File: src/rtl/acsc_map.vh
// Constants for the converter control and serial configuration block
`ifndef ACSC_MAP_VH
`define ACSC_MAP_VH

`define ACSC_CLK_PERIOD_NS 10
`define ACSC_DLL_PULSE_NS 1000
`define ACSC_DLL_RELOCK_NS 5000
`define ACSC_DLL_RELOCK_CYC ((`ACSC_DLL_RELOCK_NS) / (`ACSC_CLK_PERIOD_NS))

`define ACSC_WORD_BITS 12
`define ACSC_FRAME_LAST 4'hB
`define ACSC_FIXED_PATTERN 12'hA63

`define ACSC_SPI_BITS 5'h10
`define ACSC_SPI_HALF 5'h08
`define ACSC_CMD_RW_BIT 7
`define ACSC_CMD_ADDR_MSB 1
`define ACSC_CMD_ADDR_LSB 0

`define ACSC_ADDR_CONTROL 2'h0
`define ACSC_ADDR_PAT_HIGH 2'h1
`define ACSC_ADDR_PAT_LOW 2'h2
`define ACSC_ADDR_RESET 2'h0

`define ACSC_CONTROL_RESET 8'h00
`define ACSC_CONTROL_MASK 8'h7F
`define ACSC_PAT_HIGH_RESET 8'h00
`define ACSC_PAT_HIGH_MASK 8'h3F
`define ACSC_PAT_LOW_RESET 8'h00
`define ACSC_PAT_LOW_MASK 8'hFC

`define ACSC_CTL_PD_A 0
`define ACSC_CTL_PD_B 1
`define ACSC_CTL_LANE 2
`define ACSC_CTL_ALIGN 3
`define ACSC_CTL_TEST 4
`define ACSC_CTL_TWOS 5
`define ACSC_CTL_DCS 6

`endif

File: src/rtl/acsc_top.v
// Converter digital control: direct pins, serial configuration port and serial output lanes
//
// Operation
// - Power-down pin holds its channel down
// - Lock flag high while loop locked
// - Lane config one selects single lane
// - Test pin sends fixed pattern
// - Alignment pin offsets or aligns dual lanes
// - Serial enable overrides direct control pins
// - Twelve-bit word, bit zero zero for conversion data
// - Both output clock edges carry data
// - Overrange flag updated once per frame
// - Access is sixteen clocks per select
// - Sample rising, change falling serial edges
// - Short access is discarded entirely
// - Select rise latches address, writes data
// - Flag one reads, zero writes
// - Two-bit address, read ignores data
// - Output driven only while selected
// - Address pointer resets to zero
// - User pattern from two registers
// - Format pin picks coding and stabilizer
`timescale 1ns/1ps
`default_nettype none
`include "acsc_map.vh"
module acsc_top (
  input wire mclk,
  input wire srst,
  input wire powerdown_chan_a,
  input wire powerdown_chan_b,
  input wire dll_reset,
  input wire lane_config,
  input wire word_align_select,
  input wire test_enable,
  input wire serial_port_enable,
  input wire [1:0] format_stabilizer_select,
  input wire serial_clk,
  input wire serial_select_n,
  input wire serial_data_in,
  input wire [10:0] sample_chan_a,
  input wire [10:0] sample_chan_b,
  input wire range_fault_a,
  input wire range_fault_b,
  output reg serial_data_out,
  output reg serial_data_oe,
  output reg chan_a_down,
  output reg chan_b_down,
  output reg dll_lock,
  output wire lane_zero_data_a,
  output wire lane_one_data_a,
  output wire lane_zero_data_b,
  output wire lane_one_data_b,
  output reg output_bit_clock,
  output reg frame_marker,
  output reg overrange_chan_a,
  output reg overrange_chan_b,
  output reg twos_complement,
  output reg stabilizer_enable,
  output reg [1:0] serial_addr_ptr
);
  localparam integer RELOCK_INT = `ACSC_DLL_RELOCK_CYC;
  localparam [9:0] RELOCK_CYC = RELOCK_INT[9:0];

  wire [9:0] pin_sync;
  wire [2:0] spi_sync;
  reg sclk_d_r;
  reg csn_d_r;
  wire sclk_s;
  wire csn_s;
  wire sdi_s;
  wire sclk_rise;
  wire sclk_fall;
  wire csn_rise;
  wire csn_fall;

  // Every pin from outside the clock domain passes two flops
  acsc_sync #(.WIDTH(10), .RST_VAL(10'h000)) u_pin_sync (
    .mclk(mclk),
    .srst(srst),
    .din({format_stabilizer_select, serial_port_enable, test_enable, word_align_select,
          lane_config, dll_reset, powerdown_chan_b, powerdown_chan_a, 1'b0}),
    .dout(pin_sync)
  );

  acsc_sync #(.WIDTH(3), .RST_VAL(3'h2)) u_spi_sync (
    .mclk(mclk),
    .srst(srst),
    .din({serial_clk, serial_select_n, serial_data_in}),
    .dout(spi_sync)
  );

  assign sclk_s = spi_sync[2];
  assign csn_s = spi_sync[1];
  assign sdi_s = spi_sync[0];
  assign sclk_rise = sclk_s & ~sclk_d_r & ~csn_s;
  assign sclk_fall = ~sclk_s & sclk_d_r & ~csn_s;
  assign csn_rise = csn_s & ~csn_d_r;
  assign csn_fall = ~csn_s & csn_d_r;

  // Serial port state
  reg [4:0] bit_cnt_r;
  reg [7:0] shift_in_r;
  reg [7:0] shift_out_r;
  reg [7:0] cmd_r;
  reg [7:0] control_r;
  reg [7:0] pat_high_r;
  reg [7:0] pat_low_r;

  function [7:0] reg_read;
    input [1:0] addr;
    input [7:0] ctl;
    input [7:0] phi;
    input [7:0] plo;
    begin
      case (addr)
        `ACSC_ADDR_CONTROL: reg_read = ctl & `ACSC_CONTROL_MASK;
        `ACSC_ADDR_PAT_HIGH: reg_read = phi & `ACSC_PAT_HIGH_MASK;
        `ACSC_ADDR_PAT_LOW: reg_read = plo & `ACSC_PAT_LOW_MASK;
        default: reg_read = 8'h00;
      endcase
    end
  endfunction

  wire [7:0] cmd_now;
  wire [1:0] cmd_addr;
  wire cmd_read;
  assign cmd_now = {shift_in_r[6:0], sdi_s};
  assign cmd_addr = cmd_r[`ACSC_CMD_ADDR_MSB:`ACSC_CMD_ADDR_LSB];
  assign cmd_read = cmd_r[`ACSC_CMD_RW_BIT];

  // A select rise after fewer than sixteen clocks leaves every register alone
  wire commit;
  assign commit = csn_rise && (bit_cnt_r == `ACSC_SPI_BITS);

  always @(posedge mclk) begin
    if (srst) begin
      sclk_d_r <= 1'b0;
      csn_d_r <= 1'b1;
      bit_cnt_r <= 5'h00;
      shift_in_r <= 8'h00;
      shift_out_r <= 8'h00;
      cmd_r <= 8'h00;
      serial_addr_ptr <= `ACSC_ADDR_RESET;
      serial_data_out <= 1'b0;
      serial_data_oe <= 1'b0;
    end else begin
      sclk_d_r <= sclk_s;
      csn_d_r <= csn_s;
      serial_data_oe <= ~csn_s;
      if (csn_fall) begin
        bit_cnt_r <= 5'h00;
        serial_data_out <= 1'b0;
      end
      if (sclk_rise && bit_cnt_r != `ACSC_SPI_BITS) begin
        shift_in_r <= cmd_now;
        bit_cnt_r <= bit_cnt_r + 5'h01;
        if (bit_cnt_r == `ACSC_SPI_HALF - 5'h01) begin
          cmd_r <= cmd_now;
          shift_out_r <= reg_read(cmd_now[`ACSC_CMD_ADDR_MSB:`ACSC_CMD_ADDR_LSB],
                                  control_r, pat_high_r, pat_low_r);
        end
      end
      // Read data leaves on the falling edges of clocks eight to fifteen
      if (sclk_fall && bit_cnt_r >= `ACSC_SPI_HALF && bit_cnt_r != `ACSC_SPI_BITS) begin
        serial_data_out <= shift_out_r[7];
        shift_out_r <= {shift_out_r[6:0], 1'b0};
      end
      // Only a full sixteen-clock access commits anything
      if (commit) begin
        serial_addr_ptr <= cmd_addr;
      end
      if (csn_rise) begin
        serial_data_out <= 1'b0;
      end
    end
  end

  // Write decode; address 3 matches nothing, so writes there vanish
  function reg_hit;
    input [1:0] addr;
    input [1:0] sel;
    input rd;
    begin
      reg_hit = (addr == sel) && !rd;
    end
  endfunction

  always @(posedge mclk) begin
    if (srst) begin
      control_r <= `ACSC_CONTROL_RESET;
    end else if (commit && reg_hit(cmd_addr, `ACSC_ADDR_CONTROL, cmd_read)) begin
      control_r <= shift_in_r & `ACSC_CONTROL_MASK;
    end
  end

  always @(posedge mclk) begin
    if (srst) begin
      pat_high_r <= `ACSC_PAT_HIGH_RESET;
    end else if (commit && reg_hit(cmd_addr, `ACSC_ADDR_PAT_HIGH, cmd_read)) begin
      pat_high_r <= shift_in_r & `ACSC_PAT_HIGH_MASK;
    end
  end

  always @(posedge mclk) begin
    if (srst) begin
      pat_low_r <= `ACSC_PAT_LOW_RESET;
    end else if (commit && reg_hit(cmd_addr, `ACSC_ADDR_PAT_LOW, cmd_read)) begin
      pat_low_r <= shift_in_r & `ACSC_PAT_LOW_MASK;
    end
  end

  // Effective controls: serial registers or direct pins
  wire spi_on;
  reg pd_a_eff;
  reg pd_b_eff;
  reg single_eff;
  reg align_eff;
  reg test_eff;
  reg twos_eff;
  reg dcs_eff;
  assign spi_on = pin_sync[7];

  always @* begin
    if (spi_on) begin
      pd_a_eff = control_r[`ACSC_CTL_PD_A];
      pd_b_eff = control_r[`ACSC_CTL_PD_B];
      single_eff = control_r[`ACSC_CTL_LANE];
      align_eff = control_r[`ACSC_CTL_ALIGN];
      test_eff = control_r[`ACSC_CTL_TEST];
      twos_eff = control_r[`ACSC_CTL_TWOS];
      dcs_eff = control_r[`ACSC_CTL_DCS];
    end else begin
      pd_a_eff = pin_sync[1];
      pd_b_eff = pin_sync[2];
      single_eff = pin_sync[4];
      align_eff = pin_sync[5];
      test_eff = pin_sync[6];
      twos_eff = pin_sync[9];
      dcs_eff = pin_sync[9] ^ pin_sync[8];
    end
  end

  // Loop lock model: a reset pulse drops lock, relock after a fixed wait
  reg [9:0] lock_cnt_r;
  always @(posedge mclk) begin
    if (srst || pin_sync[3]) begin
      lock_cnt_r <= 10'h000;
      dll_lock <= 1'b0;
    end else if (lock_cnt_r != RELOCK_CYC) begin
      lock_cnt_r <= lock_cnt_r + 10'h001;
      dll_lock <= 1'b0;
    end else begin
      dll_lock <= 1'b1;
    end
  end

  // Frame timing: twelve cycles a word in both lane modes
  reg [3:0] frame_cnt_r;
  wire frame_load;
  assign frame_load = (frame_cnt_r == `ACSC_FRAME_LAST);

  always @(posedge mclk) begin
    if (srst) begin
      frame_cnt_r <= 4'h0;
      output_bit_clock <= 1'b0;
      frame_marker <= 1'b0;
      overrange_chan_a <= 1'b0;
      overrange_chan_b <= 1'b0;
      chan_a_down <= 1'b0;
      chan_b_down <= 1'b0;
      twos_complement <= 1'b0;
      stabilizer_enable <= 1'b0;
    end else begin
      frame_cnt_r <= frame_load ? 4'h0 : frame_cnt_r + 4'h1;
      // Each bit spans half a clock period; dual lane halves the rate
      output_bit_clock <= single_eff ? ~frame_cnt_r[0] : ~frame_cnt_r[1];
      frame_marker <= (frame_cnt_r < 4'h6);
      if (frame_load) begin
        overrange_chan_a <= range_fault_a & ~pd_a_eff;
        overrange_chan_b <= range_fault_b & ~pd_b_eff;
      end
      chan_a_down <= pd_a_eff;
      chan_b_down <= pd_b_eff;
      twos_complement <= twos_eff;
      stabilizer_enable <= dcs_eff;
    end
  end

  // Word assembly: conversion data, fixed pattern or user pattern
  wire [11:0] user_pattern;
  wire [21:0] samples;
  wire [1:0] pd_vec;
  wire [1:0] lane_zero_vec;
  wire [1:0] lane_one_vec;
  assign user_pattern = {pat_high_r[5:0], pat_low_r[7:2]};
  assign samples = {sample_chan_b, sample_chan_a};
  assign pd_vec = {pd_b_eff, pd_a_eff};

  genvar ch;
  generate
    for (ch = 0; ch < 2; ch = ch + 1) begin : g_chan
      reg [11:0] word;
      wire [10:0] raw;
      assign raw = samples[ch*11 +: 11];
      always @* begin
        word = {raw[10] ^ twos_eff, raw[9:0], 1'b0};
        if (test_eff) begin
          // Pin test mode has no pattern register; serial mode uses the user pattern
          word = spi_on ? user_pattern : `ACSC_FIXED_PATTERN;
        end
        if (pd_vec[ch]) begin
          word = 12'h000;
        end
      end
      acsc_lane_ser u_ser (
        .mclk(mclk),
        .srst(srst),
        .load(frame_load),
        .word(word),
        .bit_cnt(frame_cnt_r),
        .dual(~single_eff),
        .aligned(align_eff),
        .lane_zero_r(lane_zero_vec[ch]),
        .lane_one_r(lane_one_vec[ch])
      );
    end
  endgenerate

  assign lane_zero_data_a = lane_zero_vec[0];
  assign lane_one_data_a = lane_one_vec[0];
  assign lane_zero_data_b = lane_zero_vec[1];
  assign lane_one_data_b = lane_one_vec[1];
endmodule // acsc_top
`default_nettype wire

File: src/rtl/acsc_sync.v
// Two-flop synchroniser for a group of asynchronous inputs
`timescale 1ns/1ps
`default_nettype none
module acsc_sync #(
  parameter WIDTH = 1,
  parameter [WIDTH-1:0] RST_VAL = {WIDTH{1'b0}}
) (
  input wire mclk,
  input wire srst,
  input wire [WIDTH-1:0] din,
  output reg [WIDTH-1:0] dout
);
  reg [WIDTH-1:0] meta_r;

  // First stage feeds only the second stage
  always @(posedge mclk) begin
    if (srst) begin
      meta_r <= RST_VAL;
      dout <= RST_VAL;
    end else begin
      meta_r <= din;
      dout <= meta_r;
    end
  end
endmodule // acsc_sync
`default_nettype wire

File: src/rtl/acsc_lane_ser.v
// One channel's word serialiser for single or dual lane output
`timescale 1ns/1ps
`default_nettype none
`include "acsc_map.vh"
module acsc_lane_ser (
  input wire mclk,
  input wire srst,
  input wire load,
  input wire [11:0] word,
  input wire [3:0] bit_cnt,
  input wire dual,
  input wire aligned,
  output reg lane_zero_r,
  output reg lane_one_r
);
  reg [11:0] cur_r;
  reg [11:0] prev_r;
  reg [3:0] idx1;
  reg [3:0] idx0;
  reg use_prev;
  reg lane_zero_nxt;
  reg lane_one_nxt;
  wire [2:0] half_k;

  assign half_k = bit_cnt[3:1];

  always @* begin
    idx1 = 4'hB - bit_cnt;
    idx0 = 4'h0;
    use_prev = 1'b0;
    lane_zero_nxt = 1'b0;
    lane_one_nxt = cur_r[idx1];
    if (dual) begin
      idx1 = 4'hB - {1'b0, half_k};
      if (aligned) begin
        idx0 = 4'h5 - {1'b0, half_k};
      end else if (half_k >= 3'h3) begin
        idx0 = 4'h8 - {1'b0, half_k};
      end else begin
        idx0 = 4'h2 - {1'b0, half_k};
        use_prev = 1'b1;
      end
      lane_one_nxt = cur_r[idx1];
      lane_zero_nxt = use_prev ? prev_r[idx0] : cur_r[idx0];
    end
  end

  // The half-word offset borrows the tail of the previous word
  always @(posedge mclk) begin
    if (srst) begin
      cur_r <= 12'h000;
      prev_r <= 12'h000;
      lane_zero_r <= 1'b0;
      lane_one_r <= 1'b0;
    end else begin
      if (load) begin
        cur_r <= word;
        prev_r <= cur_r;
      end
      lane_zero_r <= lane_zero_nxt;
      lane_one_r <= lane_one_nxt;
    end
  end
endmodule // acsc_lane_ser
`default_nettype wire

File: config.mk
export PLATFORM = sky130hd
export DESIGN_NAME = acsc_top
export DESIGN_NICKNAME = d
export VERILOG_FILES = /design/src/rtl/acsc_top.v /design/src/rtl/acsc_sync.v /design/src/rtl/acsc_lane_ser.v
export VERILOG_INCLUDE_DIRS = /design/src /design/src/rtl
export SDC_FILE = /design/constraint.sdc
export NUM_CORES = 1
export LEC_CHECK = 0
export BUFFER_PORTS_ARGS = -buffer_cell sky130_fd_sc_hd__buf_2
export CAP_MARGIN = 25
export CORE_UTILIZATION = 45
export DETAILED_ROUTE_END_ITERATION = 6
export PLACE_DENSITY = 0.64
export SYNTH_ARGS = -nofsm -noshare
export SYNTH_HDL_FRONTEND = slang
export SYNTH_SLANG_ARGS = --single-unit
File: constraint.sdc
create_clock -name mclk -period 5 [get_ports mclk]
set_input_delay 0.25 -clock mclk [delete_from_list [all_inputs] [get_ports mclk]]
set_output_delay 0.25 -clock mclk [all_outputs]
set_load 0.05 [all_outputs]
==> results.py <==
metrics = {
    "status": {
        "run_status": "finished, violations left",
        "violated_checks": "design-rule violations",
    },
    "routing": {
        "via_count": 5484,
        "drt-wirelength-per-cell_um": 17.2,
        "routed_via_density": 5.60,
        "dr.first_iter.drc_count": 382,
        "route.antenna.remaining_nets": 0,
        "drt_wl_total_um": 16800,
        "drt_pre_antenna_iters": 7,
        "post-route-drc-count": 3,
    },
    "floorplan": {
        "die_w_um": 122,
        "die_area_um2": 15000,
        "total_number_of_placement_rows": 43,
        "initial_core_util_pct": 46.5,
        "core_region_area_um2": 14000,
        "die_boundary_height_um": 122,
        "i_o_pin_cnt": 55,
    },
    "yosys": {
        "synth_seq_area_share_pct": 45.4,
        "ys.warnings.count": 0,
        "ys_seq_elements": 148,
        "synthTopCellsByCount": "sky130_fd_sc_hd__dfxtp_1 (148), sky130_fd_sc_hd__nand2_1 (123), sky130_fd_sc_hd__nor2_1 (74)",
        "fraction_of_synthesis_flops_using_an_asynchronous_set_or_reset_pin_pct": 0,
        "syn-mean-instance-area_um2": 8.72,
        "ys_types": 54,
        "synth_top_cell_by_area": "sky130_fd_sc_hd__dfxtp_1",
        "synth-edff-count": 0,
        "postSynthNetCount": 797,
        "synthCells": 749,
        "synthMostInstantiatedCell": "sky130_fd_sc_hd__dfxtp_1",
        "ys_top_cells_by_area": "sky130_fd_sc_hd__dfxtp_1 (45%), sky130_fd_sc_hd__nand2_1 (7.1%), sky130_fd_sc_hd__mux2i_1 (5.5%)",
        "yosysTopAreaCellShare_pct": 45.4,
        "commonest_register_cell_after_synthesis": "sky130_fd_sc_hd__dfxtp_1",
        "syn-cell-area_um2": 6530,
    },
    "pwr": {
        "vdd_ir_drop_max_v": 0.000218,
        "power.static_leakage_nw": 2.69,
        "power_density_nw_per_um2": 370,
    },
    "worst_setup_path": {
        "reg_to_reg_start": "frame_cnt_r[3]",
        "setup.worst_path.class": "flop to flop",
        "critical_path_required_ps": 5280,
        "worst_r2r_endpoint": "g_chan[0].u_ser.lane_zero_r",
        "timing.critical_path.arrival_ps": 3540,
        "regToRegSetupSlack_ps": 1740,
        "worstPathMaxFanout": 12,
        "start_kind": "flop",
        "worstRegToRegCells": 11,
        "critical_path.endpoint_type": "flop",
    },
    "global_route": {
        "number_of_global_route_vias_before_repair": 5342,
        "gr-total-overflow": 0,
        "grt_pass1_wl_um": 27100,
        "antenna_violations_before_repair": 0,
        "grt_start_max_net_pins": 61,
        "grt_util_all_layers_pct": 23.9,
    },
    "finish": {
        "areaGrowthSynthToFinish_pct": 15.7,
        "multi_input_area_um2": 3330,
        "antenna_cells": 0,
        "sequential_cell_area_um2": 2960,
        "final_core_utilization_pct": 53.8,
        "post_route_cells_drive_above_1_share_pct": 15.0,
        "final_design_area_no_fill_um2": 7550,
        "num-fill-cells": 1324,
        "net_count_reported_at_finish": 835,
    },
    "clock_tree": {
        "cts_tree": "built",
        "clock_input_transition_at_the_sequential_cells_of_the_worst_setup_and_hold_paths_ps": 60,
        "cts_htree_levels": 4,
        "clock_sinks": 148,
        "post-cts-setup-buffers": 0,
        "insertion_delay_ps": 430,
        "maximum_buffer_depth_of_the_clock_tree": 2,
        "cts_buffers": 17,
        "cts_root_buf": "sky130_fd_sc_hd__clkbuf_16",
    },
    "sta": {
        "timing.final.hold_violations": 0,
        "timing.fmax_mhz": 307,
        "tightest_slew_ps": 881,
        "worst_case_clock_skew_ps": 9.46,
        "post-route-min-period_ps": 3260,
        "grt_setup_unrepaired": "false",
        "drv_slew": 0,
        "setup_violations": 0,
        "slew_headroom_pct": 41.2,
        "fin_crit_sh_pct": 65.2,
        "finalSetupTns_ps": 0,
    },
    "hold_path": {
        "timing.hold.worst.class": "input port to flop",
        "timing.hold.worst_endpoint": "u_spi_sync.meta_r[2]",
        "min_path_cells": 2,
        "worst_hold_startpoint": "serial_clk",
    },
    "place": {
        "routability_congestion": 0.870,
        "dpl-instance-area_um2": 6900,
        "hpwl_um": 12200,
        "numPortBuffers": 54,
    },
    "job": {
        "maximum_capacitance_violations": 0,
    },
}
[metal layers]
layer | up-vias | GRT usage, % | part of all wire, %
li1 | 2698 | - | -
met1 | 2607 | 27.2 | 42
met2 | 142 | 41.8 | 51
met3 | 37 | 5.16 | 4.1
met4 | 0 | 12.5 | 3.1
met5 | - | 0 | 0
[worst max path at each step]
stage / start / cells after the start / end
global route: frame_cnt_r[3] / 11 / g_chan[0].u_ser.lane_zero_r
detailed placement: frame_cnt_r[3] / 11 / g_chan[0].u_ser.lane_zero_r
finish: frame_cnt_r[3] / 11 / g_chan[0].u_ser.lane_zero_r
CTS: frame_cnt_r[3] / 11 / g_chan[0].u_ser.lane_zero_r
global placement: frame_cnt_r[3] / 11 / g_chan[0].u_ser.lane_zero_r
floorplan: frame_cnt_r[3] / 13 / g_chan[0].u_ser.lane_zero_r
[worst max-delay path, cell delays in order, from the launching register on]
cell and delay [ps]:
sky130_fd_sc_hd__dfxtp_1 540, sky130_fd_sc_hd__inv_1 180, sky130_fd_sc_hd__ha_1 250, sky130_fd_sc_hd__a21oi_1 200, sky130_fd_sc_hd__o22ai_1 100, sky130_fd_sc_hd__ha_1 490
sky130_fd_sc_hd__nand2b_1 90, sky130_fd_sc_hd__mux2i_1 600, sky130_fd_sc_hd__a22oi_1 200, sky130_fd_sc_hd__and3_1 210, sky130_fd_sc_hd__o21ai_0 180, sky130_fd_sc_hd__a32oi_1 80
[cells in the final DEF, fill, tap and decap left out, types with 7 or more instances in the layout]
cell type                     n
sky130_fd_sc_hd__a21oi_1     62
sky130_fd_sc_hd__a22oi_1      7
sky130_fd_sc_hd__buf_2       53
sky130_fd_sc_hd__buf_4        7
sky130_fd_sc_hd__clkbuf_16   17
sky130_fd_sc_hd__dfxtp_1    148
sky130_fd_sc_hd__ha_1        10
sky130_fd_sc_hd__inv_1       18
sky130_fd_sc_hd__mux2i_1     36
sky130_fd_sc_hd__mux4_2      11
sky130_fd_sc_hd__nand2_1    123
sky130_fd_sc_hd__nand2b_1     7
sky130_fd_sc_hd__nand3_1     33
sky130_fd_sc_hd__nor2_1      74
sky130_fd_sc_hd__nor2b_1     30
sky130_fd_sc_hd__nor3_1      13
sky130_fd_sc_hd__o21ai_0     25
sky130_fd_sc_hd__o22ai_1     10
sky130_fd_sc_hd__o31ai_1     14
sky130_fd_sc_hd__or2_2        7
sky130_fd_sc_hd__xnor2_1      9
[cell families (layout without fill, tap and decap cells)]
group	after synthesis	in the layout	synth area share (%)
and+or+nand+nor	316	316	22.8
AOI/OAI and AO/OA	154	154	14.7
DFF	148	148	45.4
buffers and inverters	60	110	3.66
muxes	52	52	10.3
adders and majority gates	10	10	1.92
xor gates and xnor gates	9	9	1.21
[metrics by stage]
stage               hold WS, ps  std cells  total power, mW  setup slack [ps]
floorplan                   354        749             1.37              2140
global placement            402        947             1.43              1960
detailed placement          406        947             1.43              1780
CTS                        22.0        979             2.81              1800
global route               26.6        979             2.88              1480
finish                     34.3        979             2.79              1740
[timing repair]
item	in CTS	in global routing
endpoints found under the hold margin	1	0
hold buffers	1	0
endpoints found under the setup margin	0	0
resized for setup	0	0
[layout make-up]
class	instances	share of cell area (%)
clock inverter	9	2.34
multi-input combinational	541	44.1
sequential	148	39.2
inverter	18	0.895
timing repair buffer	61	4.34
tap	180	2.98
clock buffer	22	6.15
[power breakdown]
part	internal [mW]	switching (mW)	leakage (nW)
combinational	0.0703	0.122	1.18
clock	0.908	0.477	0.310
sequential	1.20	0.0151	1.20
[registers in the layout (all words and copies together) (netlist names), 6 cells and up]
signal / cells
u_pin_sync.dout: 9
g_chan.u_ser.prev_r: 24
shift_out_r: 8
control_r: 7
u_pin_sync.meta_r: 9
lock_cnt_r: 10
shift_in_r: 8
pat_high_r: 6
pat_low_r: 6
g_chan.u_ser.cur_r: 24
Power figures use the tool's default switching activity.
